<file path="config.mk">
export PLATFORM = sky130hd
export DESIGN_NAME = rmls_top
export DESIGN_NICKNAME = d
export VERILOG_FILES = /design/src/rmls_pkg.sv /design/src/rmls_top.sv
export SDC_FILE = /design/constraint.sdc
export NUM_CORES = 1
export LEC_CHECK = 0
export BUFFER_PORTS_ARGS = -buffer_cell sky130_fd_sc_hd__buf_2
export CAP_MARGIN = 20
export CORE_MARGIN = 8
export CORE_UTILIZATION = 50
export CTS_BUF_LIST = sky130_fd_sc_hd__clkbuf_8
export CTS_CLUSTER_DIAMETER = 200
export CTS_CLUSTER_SIZE = 8
export DETAILED_ROUTE_END_ITERATION = 7
export PLACE_DENSITY = 0.75
export SYNTH_ARGS = -nofsm -noshare
export SYNTH_HDL_FRONTEND = slang
export SYNTH_SLANG_ARGS = --single-unit
</file>
<file path="constraint.sdc">
create_clock -name clk_in -period 2.95 [get_ports clk_in]
set_clock_uncertainty 0.2 [all_clocks]
set_input_delay 0.1475 -clock clk_in [delete_from_list [all_inputs] [get_ports clk_in]]
set_output_delay 0.1475 -clock clk_in [all_outputs]
set_load 0.01 [all_outputs]
</file>
<file path="src/rmls_pkg.sv">
// Purpose: shared constants and carriers of the regulator mask / load select block
// Assumes: 8-bit register port driven by the serial interface engine
// Notes: channel index 0 sw0, 1 sw1, 2 lin0, 3 lin1
`default_nettype none
package rmls_pkg;
  localparam int RMLS_NCH = 4;
  // register offsets
  localparam logic [7:0] RMLS_OFS_TOP_MASK_FIRST = 8'h20;
  localparam logic [7:0] RMLS_OFS_TOP_MASK_SECOND = 8'h21;
  localparam logic [7:0] RMLS_OFS_SW_MASK = 8'h22;
  localparam logic [7:0] RMLS_OFS_LIN_MASK = 8'h23;
  localparam logic [7:0] RMLS_OFS_LOAD_SEL = 8'h24;
  localparam logic [7:0] RMLS_OFS_LOAD_HIGH = 8'h25;
  localparam logic [7:0] RMLS_OFS_LOAD_LOW = 8'h26;
  // reset values
  localparam logic [7:0] RMLS_RST_TOP_MASK_FIRST = 8'h91;
  localparam logic [7:0] RMLS_RST_TOP_MASK_SECOND = 8'h01;
  localparam logic [7:0] RMLS_RST_REG_MASK = 8'hDD;
  localparam logic [7:0] RMLS_RST_LOAD_SEL = 8'h00;
  // writable bits of the per-regulator mask registers
  localparam logic [7:0] RMLS_REG_MASK_WR = 8'hDD;
  // field positions inside a regulator mask byte, per unit slot, then inside the other registers
  localparam int RMLS_SLOT_STRIDE = 4;
  localparam int RMLS_POS_FALL = 3;
  localparam int RMLS_POS_RISE = 2;
  localparam int RMLS_POS_OC = 0;
  localparam int RMLS_POS_RESET_REG_BLOCK = 0;
  localparam int RMLS_POS_MEAS_READY_BLOCK = 0;
  localparam int RMLS_POS_BUCK_SELECT = 0;
  localparam int RMLS_POS_LOAD_MSB = 0;

  typedef struct packed {
    logic wr;
    logic rd;
    logic [7:0] addr;
    logic [7:0] wdata;
  } rmls_req_t;

  // pg: 1 means output invalid; oc: 1 means current limit active
  typedef struct packed {
    logic [RMLS_NCH-1:0] pg;
    logic [RMLS_NCH-1:0] oc;
  } rmls_raw_t;

  typedef struct packed {
    logic reset_reg;
    logic meas_ready;
    logic [RMLS_NCH-1:0] pg;
    logic [RMLS_NCH-1:0] oc;
  } rmls_flags_t;

  typedef enum logic [1:0] {
    RMLS_MEAS_IDLE = 2'b01,
    RMLS_MEAS_BUSY = 2'b10
  } rmls_meas_st_t;
endpackage : rmls_pkg
`default_nettype wire

</file>
<file path="src/rmls_top.sv">
// Purpose: interrupt masks of the regulators and load-current measurement select
// Assumes: register port comes from the serial engine, one access per cycle
// Notes: flag registers live here but their readback/clear path is outside
//
// Overview of operation
// - reset-register interrupt mask at 0x21 bit 0; 1 blocks; defaults to 1.
// - that mask bit reloads from nonvolatile memory on every reset.
// - buck mask bits 7/3 block buck1/buck0 power-good invalid interrupts.
// - buck mask bits 6/2 block buck1/buck0 power-good valid interrupts.
// - buck mask bits 4/0 block buck1/buck0 current-limit interrupts.
// - buck masks never alter the buck raw status bits.
// - linear mask at 0x23 bits 7/3 block regulator power-good invalid interrupts.
// - linear mask bits 6/2 block regulator power-good valid interrupts.
// - linear mask bits 4/0 block regulator current-limit interrupts.
// - linear masks never alter the linear raw status bits.
// - select bit 0 picks buck 0 or buck 1 for measurement; default 0.
// - every write to the select register starts a new measurement.
// - result is 9 bits at 20 mA per step, high bit and low byte.
// - finished measurement raises ready interrupt unless its mask bit blocks it.
`default_nettype none
module rmls_top
  import rmls_pkg::*;
(
  // clock and reset
  input wire logic clk_in,
  input wire logic rst_in,
  // register port
  input wire rmls_req_t req_in,
  output logic [7:0] rd_data_out,
  // regulator condition inputs and events
  input wire rmls_raw_t raw_in,
  input wire logic reset_reg_event_in,
  input wire logic otp_reset_reg_block_in,
  // flag clears from the flag register logic
  input wire rmls_flags_t flag_clr_in,
  // measurement engine
  input wire logic meas_done_in,
  input wire logic [8:0] meas_value_in,
  output logic meas_start_out,
  output logic meas_sel_out,
  output logic meas_busy_out,
  // flags and status
  output rmls_flags_t flags_out,
  output rmls_raw_t raw_seen_out
);

  function automatic logic hit(input logic [7:0] a, input logic [7:0] ofs);
    hit = (a == ofs);
  endfunction

  // one mask bit of the slot that a channel occupies in its register
  function automatic logic slot_bit(input logic [7:0] m, input int ch, input int pos);
    slot_bit = m[(ch % 2) * RMLS_SLOT_STRIDE + pos];
  endfunction

  logic [7:0] top_mask_first_ff;
  logic [7:0] top_mask_second_ff;
  logic [7:0] sw_mask_ff;
  logic [7:0] lin_mask_ff;
  logic [7:0] load_sel_ff;
  logic load_msb_ff;
  logic [7:0] load_low_ff;
  logic otp_load_ff;
  rmls_raw_t raw_prev_ff;
  rmls_flags_t flags_ff;
  rmls_raw_t raw_seen_ff;
  rmls_meas_st_t meas_st_ff;
  rmls_meas_st_t nxt_meas_st;
  logic meas_start_ff;
  logic [7:0] rd_data_ff;
  logic [7:0] nxt_rd_data;
  logic sel_wr;
  logic [RMLS_NCH-1:0] fall_evt;
  logic [RMLS_NCH-1:0] rise_evt;
  logic [RMLS_NCH-1:0] oc_evt;
  logic [RMLS_NCH-1:0] pg_set;
  logic [RMLS_NCH-1:0] oc_set;
  logic meas_ready_set;
  logic reset_reg_set;

  assign sel_wr = req_in.wr && hit(req_in.addr, RMLS_OFS_LOAD_SEL);

  // mask byte 0x21; async reset only loads a constant, otp level taken after release
  always_ff @(posedge clk_in or posedge rst_in) begin
    if (rst_in) begin
      top_mask_second_ff <= RMLS_RST_TOP_MASK_SECOND;
      otp_load_ff <= 1'b1;
    end else begin
      otp_load_ff <= 1'b0;
      if (otp_load_ff) begin
        top_mask_second_ff[RMLS_POS_RESET_REG_BLOCK] <= otp_reset_reg_block_in;
      end else if (req_in.wr && hit(req_in.addr, RMLS_OFS_TOP_MASK_SECOND)) begin
        top_mask_second_ff <= req_in.wdata;
      end
    end
  end

  // remaining mask and select registers
  always_ff @(posedge clk_in or posedge rst_in) begin
    if (rst_in) begin
      top_mask_first_ff <= RMLS_RST_TOP_MASK_FIRST;
      sw_mask_ff <= RMLS_RST_REG_MASK;
      lin_mask_ff <= RMLS_RST_REG_MASK;
      load_sel_ff <= RMLS_RST_LOAD_SEL;
    end else if (req_in.wr) begin
      if (hit(req_in.addr, RMLS_OFS_TOP_MASK_FIRST)) begin
        top_mask_first_ff <= req_in.wdata;
      end
      if (hit(req_in.addr, RMLS_OFS_SW_MASK)) begin
        sw_mask_ff <= req_in.wdata & RMLS_REG_MASK_WR;
      end
      if (hit(req_in.addr, RMLS_OFS_LIN_MASK)) begin
        lin_mask_ff <= req_in.wdata & RMLS_REG_MASK_WR;
      end
      if (sel_wr) begin
        load_sel_ff <= req_in.wdata;
      end
    end
  end

  // edge detection on the raw conditions; masks never touch the raw path
  always_ff @(posedge clk_in or posedge rst_in) begin
    if (rst_in) begin
      raw_prev_ff <= '0;
      raw_seen_ff <= '0;
    end else begin
      raw_prev_ff <= raw_in;
      raw_seen_ff <= raw_in;
    end
  end

  genvar ch;
  generate
    for (ch = 0; ch < RMLS_NCH; ch++) begin : g_ch
      logic [7:0] m;
      assign m = (ch < 2) ? sw_mask_ff : lin_mask_ff;
      assign fall_evt[ch] = raw_in.pg[ch] && !raw_prev_ff.pg[ch];
      assign rise_evt[ch] = !raw_in.pg[ch] && raw_prev_ff.pg[ch];
      assign oc_evt[ch] = raw_in.oc[ch] && !raw_prev_ff.oc[ch];
      // each direction gated on its own bit
      assign pg_set[ch] = (fall_evt[ch] && !slot_bit(m, ch, RMLS_POS_FALL))
        || (rise_evt[ch] && !slot_bit(m, ch, RMLS_POS_RISE));
      assign oc_set[ch] = oc_evt[ch] && !slot_bit(m, ch, RMLS_POS_OC);
    end
  endgenerate

  assign reset_reg_set = reset_reg_event_in
    && !top_mask_second_ff[RMLS_POS_RESET_REG_BLOCK];
  assign meas_ready_set = meas_done_in && (meas_st_ff == RMLS_MEAS_BUSY)
    && !top_mask_first_ff[RMLS_POS_MEAS_READY_BLOCK];

  // sticky flags; a set in the clearing cycle wins so no event is lost
  always_ff @(posedge clk_in or posedge rst_in) begin
    if (rst_in) begin
      flags_ff <= '0;
    end else begin
      flags_ff.pg <= (flags_ff.pg & ~flag_clr_in.pg) | pg_set;
      flags_ff.oc <= (flags_ff.oc & ~flag_clr_in.oc) | oc_set;
      flags_ff.reset_reg <= (flags_ff.reset_reg && !flag_clr_in.reset_reg) || reset_reg_set;
      flags_ff.meas_ready <= (flags_ff.meas_ready && !flag_clr_in.meas_ready)
        || meas_ready_set;
    end
  end

  // measurement sequencing; a write while busy restarts the engine
  always_comb begin
    nxt_meas_st = meas_st_ff;
    case (meas_st_ff)
      RMLS_MEAS_IDLE: begin
        if (sel_wr) begin
          nxt_meas_st = RMLS_MEAS_BUSY;
        end
      end
      RMLS_MEAS_BUSY: begin
        if (meas_done_in && !sel_wr) begin
          nxt_meas_st = RMLS_MEAS_IDLE;
        end
      end
      default: nxt_meas_st = RMLS_MEAS_IDLE;
    endcase
  end

  always_ff @(posedge clk_in or posedge rst_in) begin
    if (rst_in) begin
      meas_st_ff <= RMLS_MEAS_IDLE;
      meas_start_ff <= 1'b0;
    end else begin
      meas_st_ff <= nxt_meas_st;
      meas_start_ff <= sel_wr;
    end
  end

  // result capture, 20 mA per step
  always_ff @(posedge clk_in or posedge rst_in) begin
    if (rst_in) begin
      load_msb_ff <= 1'b0;
      load_low_ff <= 8'h00;
    end else if (meas_done_in && (meas_st_ff == RMLS_MEAS_BUSY)) begin
      load_msb_ff <= meas_value_in[8];
      load_low_ff <= meas_value_in[7:0];
    end
  end

  // read mux; unmapped offsets read zero
  always_comb begin
    nxt_rd_data = 8'h00;
    case (req_in.addr)
      RMLS_OFS_TOP_MASK_FIRST: nxt_rd_data = top_mask_first_ff;
      RMLS_OFS_TOP_MASK_SECOND: nxt_rd_data = top_mask_second_ff;
      RMLS_OFS_SW_MASK: nxt_rd_data = sw_mask_ff;
      RMLS_OFS_LIN_MASK: nxt_rd_data = lin_mask_ff;
      RMLS_OFS_LOAD_SEL: nxt_rd_data = load_sel_ff;
      RMLS_OFS_LOAD_HIGH: nxt_rd_data = {7'h00, load_msb_ff};
      RMLS_OFS_LOAD_LOW: nxt_rd_data = load_low_ff;
      default: nxt_rd_data = 8'h00;
    endcase
  end

  // read data holds until the next read
  always_ff @(posedge clk_in or posedge rst_in) begin
    if (rst_in) begin
      rd_data_ff <= 8'h00;
    end else if (req_in.rd) begin
      rd_data_ff <= nxt_rd_data;
    end
  end

  assign rd_data_out = rd_data_ff;
  assign flags_out = flags_ff;
  assign raw_seen_out = raw_seen_ff;
  assign meas_start_out = meas_start_ff;
  assign meas_sel_out = load_sel_ff[RMLS_POS_BUCK_SELECT];
  assign meas_busy_out = meas_st_ff[1];
endmodule : rmls_top
`default_nettype wire

</file>
== Word level (Yosys, flattened, before mapping) ==
Cells that the tools add are included.
Widths: inputs -> output; s select.

* Output and inout bits: 29
* Memories kept: 0
* ROM bits: 0
* Bits in writable memories: 0
* Register bits: 75
* Latch bits: 0
* Bits of input ports: 50
* Word-level logic and storage cells: 116

* Magnitude comparators: 0
* Bitwise logic cells: 7
* Multiplexer cells: 6
* Equality and inequality tests: 11
* Div/mod/pow operators: 0
* Shift-type cells: 0
* $add $sub $neg: 0
* Reductions and logical operators: 74
* $mul: 0

{| class="wikitable"
|+ Operators with widths
! cell !! number
|-
| $eq 8x6->1 const B || 7
|-
| $pmux 8 s7 || 1
|-
| $logic_and 1x1->1 || 32
|-
| $logic_not 1->1 || 29
|-
| $reduce_and 2->1 || 6
|-
| $and 4x4->4 || 2
|-
| $not 4->4 || 2
|-
| $or 4x4->4 || 2
|-
| $logic_or 1x1->1 || 6
|-
| $mux 2 || 2
|-
| $ne 2x2->1 const B || 2
|-
| $pmux 2 s2 || 1
|-
| $eq 2x1->1 const B || 1
|-
| $eq 2x2->1 const B || 1
|-
| $mux 1 || 2
|-
| $reduce_bool 2->1 || 1
|-
| $not 1->1 || 1
|}

== Longest topological paths before layout ==
Gate-level depths: netlist of the first run.

* Word-level depth: 6
* Depth in mapped cells: 6
* Gate-level depth less buffers: 4

== Worst setup path after synthesis of the first run ==
OpenSTA, ideal clock, no wires.

* Path type: input to register
* From: in req_in[15] (netlist name)
* To: reg top_mask_second_ff[1]
* Buffers on the path: 1
* Data required time: 2.625 ns
* Setup time: 0.125 ns
* Arrival time: 1.445 ns
* Stages: 5
* Path slack: 1.180 ns
* Path through: nor4b_4 > nand3_1 > or3b_1 > buf_4 > mux2_4

* Word-level cells in the longest chain between the ends: 3

{| class="wikitable"
|+ Ends and longest elaborated chain
! what !! line !! text
|-
| start: declaration || rmls_top.sv:28 || <nowiki>input wire rmls_req_t req_in,</nowiki>
|-
| $eq 8x6->1 || rmls_top.sv:48 || <nowiki>hit = (a == ofs);</nowiki>
|-
| $logic_and 1x1->1 || rmls_top.sv:92 || <nowiki>end else if (req_in.wr && hit(req_in.addr, RMLS_OFS_TOP_MASK_SECOND)) begin</nowiki>
|-
| $reduce_and 2->1 (no source line) || -- ||
|-
| end signal: indexed assignment || rmls_top.sv:91 || <nowiki>top_mask_second_ff[RMLS_POS_RESET_REG_BLOCK] <= otp_reset_reg_block_in;</nowiki>
|-
| end signal: assignment || rmls_top.sv:93 || <nowiki>top_mask_second_ff <= req_in.wdata;</nowiki>
|-
| end: declaration || rmls_top.sv:57 || <nowiki>logic [7:0] top_mask_second_ff;</nowiki>
|}

Every way passes these cells.
A chain may end at the register's enable or synchronous reset.

== Worst setup path after layout of the first run ==
* From: in req_in[10] (netlist name)
* To: reg load_sel_ff[2]

* Word-level cells in the longest chain between the ends: 3

{| class="wikitable"
|+ Ends and longest elaborated chain
! what !! line !! text
|-
| $eq 8x6->1 || rmls_top.sv:48 ||
|-
| $logic_and 1x1->1 || rmls_top.sv:81 || <nowiki>assign sel_wr = req_in.wr && hit(req_in.addr, RMLS_OFS_LOAD_SEL);</nowiki>
|-
| $reduce_and 2->1 (no source line) || -- ||
|-
| end signal: assignment || rmls_top.sv:116 || <nowiki>load_sel_ff <= req_in.wdata;</nowiki>
|-
| end: declaration || rmls_top.sv:60 || <nowiki>logic [7:0] load_sel_ff;</nowiki>
|}

Every way passes these cells.

==> load_flow_metrics.sql, run 1 <==
INSERT INTO impl_metrics (metric_group, metric, value, unit) VALUES
('run_status', 'status', 'completed', ''),
('synthesis', 'synth_area_per_cell', '13.3', 'um2'),
('timing', 'setup_viol_count_final', '0', ''),
('timing', 'min_period', '1870', 'ps'),
('setup_path', 'worst_path_dominant_cell_family', 'simple AND/OR/NAND/NOR gates', ''),
('timing', 'max_slew_margin', '60.1', '%'),
('synthesis', 'postSynthCellCount', '245', ''),
('clock_network', 'tritoncts_num_sinks', '75', ''),
('setup_path', 'critical_path.max_stage_delay', '540', 'ps'),
('final_layout', 'layout_cell_share_with_drive_strength_beyond_1', '45.2', '%'),
('timing', 'timing.final.crit_share', '63.4', '%'),
('timing', 'clock.fmax', '0.534', 'GHz'),
('floorplan', 'fp.dieArea', '9340', 'um2'),
('timing', 'final.setup.worst_slack', '1080', 'ps'),
('setup_path', 'critical_path_peak_fanout', '21', ''),
('floorplan', 'core.rowCount', '29', ''),
('final_layout', 'most-common-layout-cells', 'buf_2 (78), dfrtp_1 (57), mux2_2 (45)', ''),
('global_route', 'wire_length_of_the_first_global_routing_pass', '13000', 'um'),
('synthesis', 'async_reset_ff_share', '100', '%'),
('clock_network', 'cts_hold_repair.buffers', '40', ''),
('clock_network', 'cts.path.max_buffers', '2', ''),
('timing', 'worst-slew-pin-transition', '597', 'ps'),
('final_layout', 'mostFrequentLayoutCell', 'buf_2', ''),
('detailed_routing', 'routed_wire_length_per_instance', '17.2', 'um'),
('job', 'cap_viol_max_count', '0', ''),
('synthesis', 'synth.yosys.warnings', '0', ''),
('power', 'sequentialPowerShare', '50.2', '%'),
('synthesis', 'synth_sequential_area_ratio', '58.4', '%'),
('min_path', 'worstHoldPathCells', '4', ''),
('setup_path', 'critical_path.n_buffers_inverters', '1', ''),
('setup_path', 'cp-start-kind', 'primary input', ''),
('synthesis', 'synth.net_count', '295', ''),
('floorplan', 'start_util', '51.5', '%'),
('placed_design', 'globalplace.congestion', '0.783', ''),
('clock_network', 'worst_setup_hold_path_clk_slew', '80', 'ps'),
('power', 'power.switching_fraction', '22.8', '%'),
('setup_path', 'setup.worst_path.end_class', 'flip-flop', ''),
('final_layout', 'area_taken_by_flip_flops_and_latches', '1900', 'um2'),
('setup_path', 'regToRegEndpoint', 'load_low_ff[1]', ''),
('final_layout', 'inserted_diodes', '0', ''),
('setup_path', 'timing.critical_path.cells', 'buf_2 > nor3b_1 > nand4_1 > mux2_2', ''),
('global_route', 'grt_pass1_vias', '2655', ''),
('setup_path', 'critPathSlowestCell', 'nand4_1', ''),
('clock_network', 'tritoncts.num_buffers', '9', ''),
('floorplan', 'fp.coreArea', '6310', 'um2'),
('detailed_routing', 'dr.pass1.iters', '4', ''),
('global_route', 'grt_remaining_overflow', '0', ''),
('power', 'p_sw', '0.501', 'mW'),
('clock_network', 'tritoncts', 'built', ''),
('detailed_routing', 'route.final.wire_length', '7700', 'um'),
('power', 'power.share.clock', '39.4', '%'),
('setup_path', 'critical_path.reg2reg.startpoint', 'meas_st_ff[0]', ''),
('final_layout', 'count_of_nets_after_finishing', '417', ''),
('timing', 'hold_violations', '0', ''),
('synthesis', 'ys_types', '35', ''),
('global_route', 'antenna_found_initial', '0', ''),
('clock_network', 'ctsHtreeMaxLevel', '3', ''),
('min_path', 'holdCritPathClass', 'primary input to flip-flop', ''),
('min_path', 'min_to', 'rd_data_out[4]', ''),
('floorplan', 'ios', '79', ''),
('detailed_routing', 'drc_errors', '0', ''),
('power', 'share_comb_of_total_power', '10.4', '%'),
('clock_network', 'cts_repair_resize_count', '0', ''),
('placed_design', 'placement.io_buffers', '78', ''),
('timing', 'drv_slew', '0', ''),
('clock_network', 'clk_latency', '350', 'ps'),
('synthesis', 'synth_enable_flop_cells', '0', ''),
('detailed_routing', 'drt_first_iter_violations', '107', ''),
('placed_design', 'post_placement_setup_slack', '717', 'ps'),
('clock_network', 'cts_root_buf', 'clkbuf_8', ''),
('floorplan', 'floorplan.die.height', '96.7', 'um');
==> metal layers <==
metal | track usage [%] | routed length (um) | up-vias
met5 | 0 | 0 | -
met4 | 9.11 | 119 | 0
met1 | 19.1 | 3190 | 1191
met3 | 5.19 | 438 | 9
met2 | 28.4 | 3960 | 64
li1 | - | - | 1131
==> worst max path at each step <==
stage,startpoint,to,slack [ps],cells past startpoint
final,req_in[10],load_sel_ff[2],1080,4
after global routing,req_in[10],meas_st_ff[1],940,5
after CTS,req_in[10],load_sel_ff[6],1090,4
after detailed placement,req_in[10],load_sel_ff[6],720,4
after global placement,req_in[10],load_sel_ff[2],830,4
after floorplan,rst_in,flags_out[0],720,1
==> synth_stat cells (2+ instances only) <==
master / count / area share (%)
dfstp_2: 18 / 15
a22oi_1: 5 / 1.2
clkinv_1: 2 / 0.23
nor2b_1: 2 / 0.38
nor2_1: 7 / 0.81
o32ai_1: 6 / 1.6
nor3_1: 3 / 0.46
inv_1: 25 / 2.9
nor3b_1: 6 / 1.4
dfrtp_1: 57 / 44
mux2_4: 7 / 3.2
o21ai_0: 7 / 1.1
clkbuf_1: 3 / 0.35
o22ai_1: 8 / 1.5
buf_1: 2 / 0.23
buf_2: 2 / 0.31
a221oi_1: 5 / 1.3
a21oi_1: 4 / 0.62
mux4_2: 3 / 2.1
mux2i_1: 4 / 1.2
nand4_1: 5 / 0.96
nand2_1: 3 / 0.35
nand3_1: 5 / 0.77
mux2_2: 45 / 16
==> cell families after synthesis <==
logic type      share of synthesized area, %
flops                                   58.4
simple gates                            7.04
other cells                            0.115
mux                                     22.1
buf+inv                                 4.23
compound gates                          8.12
==> state kept, by name, summed over array words and instances (netlist names) <==
signal	cells
flags_out	10
g_ch.m	12
load_low_ff	8
load_msb_ff	1
load_sel_ff	8
meas_st_ff	2
meas_start_out	1
otp_load_ff	1
raw_seen_out	8
rd_data_out	8
top_mask_first_ff	8
top_mask_second_ff	8
==> power by group through the flow <==
stage / Sequential (mW) / Combinational (mW) / Clock, mW
2_1_floorplan: 1.12 / 0.0938 / 0
3_3_place_gp: 1.12 / 0.181 / 0
3_5_place_dp: 1.12 / 0.187 / 0
4_1_cts: 1.10 / 0.230 / 0.888
5_1_grt: 1.11 / 0.252 / 0.923
6_report: 1.10 / 0.228 / 0.865
==> metrics by stage <==
| step | cell area [um2] | instances | utilization (%) | power (mW) | hold WS (ps) |
|---|---|---|---|---|---|
| 6_report | 4340 | 449 | 68.8 | 2.20 | 112 |
| 5_1_grt | 4340 | 449 | 68.8 | 2.28 | 122 |
| 4_1_cts | 4340 | 449 | 68.8 | 2.22 | 95.0 |
| 3_5_place_dp | 3720 | 393 | 59.0 | 1.31 | 28.6 |
| 3_3_place_gp | 3720 | 393 | 59.0 | 1.30 | 25.6 |
| 2_1_floorplan | 3250 | 245 | - | 1.22 | -21.1 |
==> final cells by class <==
cell class	instances	share of cell area, %
repair buffers	119	18.7
clock buffers	10	3.17
multi-input cells	135	28.0
inverters	27	2.33
clock inverters	6	1.87
flip-flops and latches	75	43.7
well taps	77	2.22
==> worst min-delay path: stages <==
cell     delay [ps]
buf_2           140
nor2_1           60
a22oi_1         180
o22ai_1          90
Note: power is estimated with default switching activity, not from simulation.
==> run 2: changes to the inputs <==
PLACE_DENSITY = 0.78   (was 0.75)
clock period = 1.5 ns   (was 2.95 ns; I/O delays follow)
==> load_flow_metrics.sql, run 2 (same netlist as run 1, synthesis figures left out) <==
INSERT INTO impl_metrics (metric_group, metric, value, unit) VALUES
('setup_path', 'critical_path_peak_fanout', '7', ''),
('final_layout', 'inserted_diodes', '0', ''),
('run_status', 'violations', 'negative setup slack', ''),
('timing', 'drv_slew', '0', ''),
('final_layout', 'final_cell_area', '4610', 'um2'),
('floorplan', 'floorplan.die.height', '96.7', 'um'),
('setup_path', 'timing.critical_path.cells', 'or3b_1 > buf_6 > mux2_4', ''),
('setup_path', 'critical_path.max_stage_delay', '380', 'ps'),
('timing', 'grt_setup_unrepaired', 'true', ''),
('placed_design', 'place_area', '3950', 'um2'),
('power', 'power.leakage', '2.27', 'nW'),
('global_route', 'grt_start_max_net_pins', '76', ''),
('timing', 'clock.fmax', '0.661', 'GHz'),
('clock_network', 'worst_setup_hold_path_clk_slew', '80', 'ps'),
('setup_path', 'critical_path.n_buffers_inverters', '1', ''),
('detailed_routing', 'route.antenna.remaining_nets', '0', ''),
('floorplan', 'fp.dieArea', '9340', 'um2'),
('setup_path', 'critPathLaunch', 'otp_load_ff', ''),
('power', 'power_per_cell_area', '973', 'nW/um2'),
('final_layout', 'fillCellCount', '441', ''),
('clock_network', 'tritoncts', 'built', ''),
('power', 'finalPower', '4.49', 'mW'),
('final_layout', 'most-common-layout-cells', 'buf_2 (78), dfrtp_1 (57), mux2_2 (45)', ''),
('setup_path', 'timing.critical_path.arrival', '1540', 'ps'),
('setup_path', 'reg2reg_slack', '-10', 'ps'),
('detailed_routing', 'drt_first_iter_violations', '103', ''),
('detailed_routing', 'dr.pass1.iters', '4', ''),
('min_path', 'holdCritPathClass', 'primary input to flip-flop', ''),
('final_layout', 'largest_register_ffs', '12', ''),
('clock_network', 'post-cts-setup-buffers', '0', ''),
('global_route', 'wire_length_of_the_first_global_routing_pass', '13900', 'um'),
('floorplan', 'start_util', '51.5', '%'),
('clock_network', 'tritoncts_num_sinks', '75', ''),
('setup_path', 'cp-start-kind', 'flip-flop', ''),
('placed_design', 'placement.io_buffers', '78', ''),
('setup_path', 'worstSetupPathDepth', '3', ''),
('detailed_routing', 'drc_errors', '0', ''),
('placed_design', 'dp_hpwl', '5620', 'um'),
('detailed_routing', 'route.final.wire_length', '8190', 'um'),
('timing', 'setup_viol_count_final', '7', ''),
('setup_path', 'worst_path_dominant_cell_family', 'flip-flops', ''),
('floorplan', 'floorplan.die.width', '96.7', 'um'),
('detailed_routing', 'avg_vias_per_cell', '5.34', ''),
('timing', 'final.setup.worst_slack', '-13.4', 'ps'),
('clock_network', 'cts_root_buf', 'clkbuf_8', ''),
('timing', 'setup-tns-final', '-61.0', 'ps'),
('floorplan', 'ios', '79', ''),
('detailed_routing', 'routed_wire_length_per_instance', '17.2', 'um'),
('setup_path', 'worst-r2r-cell-count', '3', ''),
('setup_path', 'critical_path.reg2reg.startpoint', 'otp_load_ff', ''),
('setup_path', 'setup.worst_path.class', 'flip-flop to flip-flop', ''),
('global_route', 'grt_pass1_vias', '2886', ''),
('clock_network', 'clk_latency', '340', 'ps'),
('placed_design', 'globalplace.congestion', '0.836', ''),
('final_layout', 'synthToLayoutAreaGrowth', '41.8', '%'),
('setup_path', 'critPathSlowestCell', 'dfstp_2', ''),
('run_status', 'status', 'finished with violations', ''),
('timing', 'hold_violations', '0', ''),
('clock_network', 'ctsHtreeMaxLevel', '3', ''),
('power', 'vdd_ir_drop_max', '0.000925', 'V'),
('floorplan', 'core.rowCount', '29', ''),
('final_layout', 'area_taken_by_flip_flops_and_latches', '1900', 'um2'),
('final_layout', 'count_of_nets_after_finishing', '445', ''),
('floorplan', 'fp.coreArea', '6310', 'um2'),
('timing', 'timing.final.crit_share', '101', '%'),
('global_route', 'antenna_found_initial', '0', ''),
('clock_network', 'tritoncts.num_buffers', '9', ''),
('setup_path', 'timing.critical_path.to', 'top_mask_second_ff[3]', ''),
('setup_path', 'regToRegEndpoint', 'top_mask_second_ff[3]', ''),
('setup_path', 'critPathRequiredTime', '1530', 'ps'),
('final_layout', 'multi_input_area', '1250', 'um2'),
('global_route', 'grt_util_all_layers', '18.1', '%'),
('global_route', 'grt_remaining_overflow', '0', ''),
('job', 'cap_viol_max_count', '0', ''),
('timing', 'min_period', '1510', 'ps'),
('clock_network', 'cts.path.max_buffers', '2', ''),
('setup_path', 'setup.worst_path.end_class', 'flip-flop', ''),
('detailed_routing', 'detailroute.via_count', '2545', ''),
('final_layout', 'mostFrequentLayoutCell', 'buf_2', ''),
('final_layout', 'layout_cell_share_with_drive_strength_beyond_1', '50.7', '%');
run 2: timing repair:
action / in CTS / in global routing
endpoints found under the hold margin: 148 / 1
pin swaps: 2 / 1
setup endpoints to repair: 17 / 13
hold buffers: 40 / 1
resized for setup: 3 / 3
run 2: per-layer routing:
layer	share of wire, %	vias to the layer above	global-route usage (%)
met2	49	87	28.9
met5	0	-	0
met3	7.4	23	7.04
li1	-	1180	-
met1	41	1255	20.6
met4	3.1	0	9.11
run 2: where the power goes:
group          switching, mW  internal, mW
Combinational          0.223         0.263
Clock                  0.733          1.10
Sequential            0.0504          2.12
Total                   1.01          3.48
run 2: worst register-to-register path: stages, from the launching register on:
cell,delay [ps]
dfstp_2,380
or3b_1,360
buf_6,160
mux2_4,300
run 2: how the worst min path moves through the flow:
stage	from	to	cells past startpoint
after floorplan	raw_in[0]	raw_seen_out[0]	0
after global placement	raw_in[3]	raw_seen_out[3]	1
after detailed placement	raw_in[2]	raw_seen_out[2]	1
after CTS	req_in[11]	rd_data_out[4]	5
after global routing	req_in[11]	rd_data_out[7]	5
final	req_in[9]	rd_data_out[6]	5
run 2: final cells by class:
cell class / count / share of cell area (%)
timing repair buffer: 147 / 22.2
tap: 77 / 2.09
clock inverter: 7 / 2.55
clock buffer: 9 / 2.68
multi-input combinational: 135 / 27.0
sequential: 75 / 41.2
inverter: 27 / 2.28
run 2: through the flow:
stage | worst slack (ps) | instances | utilization (%) | hold WS, ps
after detailed placement | -306 | 421 | 62.5 | -0.413
after floorplan | -187 | 245 | - | -93.6
final | -13.4 | 477 | 73.1 | 89.1
after CTS | -19.6 | 477 | 72.9 | 86.6
after global placement | -247 | 421 | 62.5 | -3.59
after global routing | -31.0 | 477 | 73.1 | 108
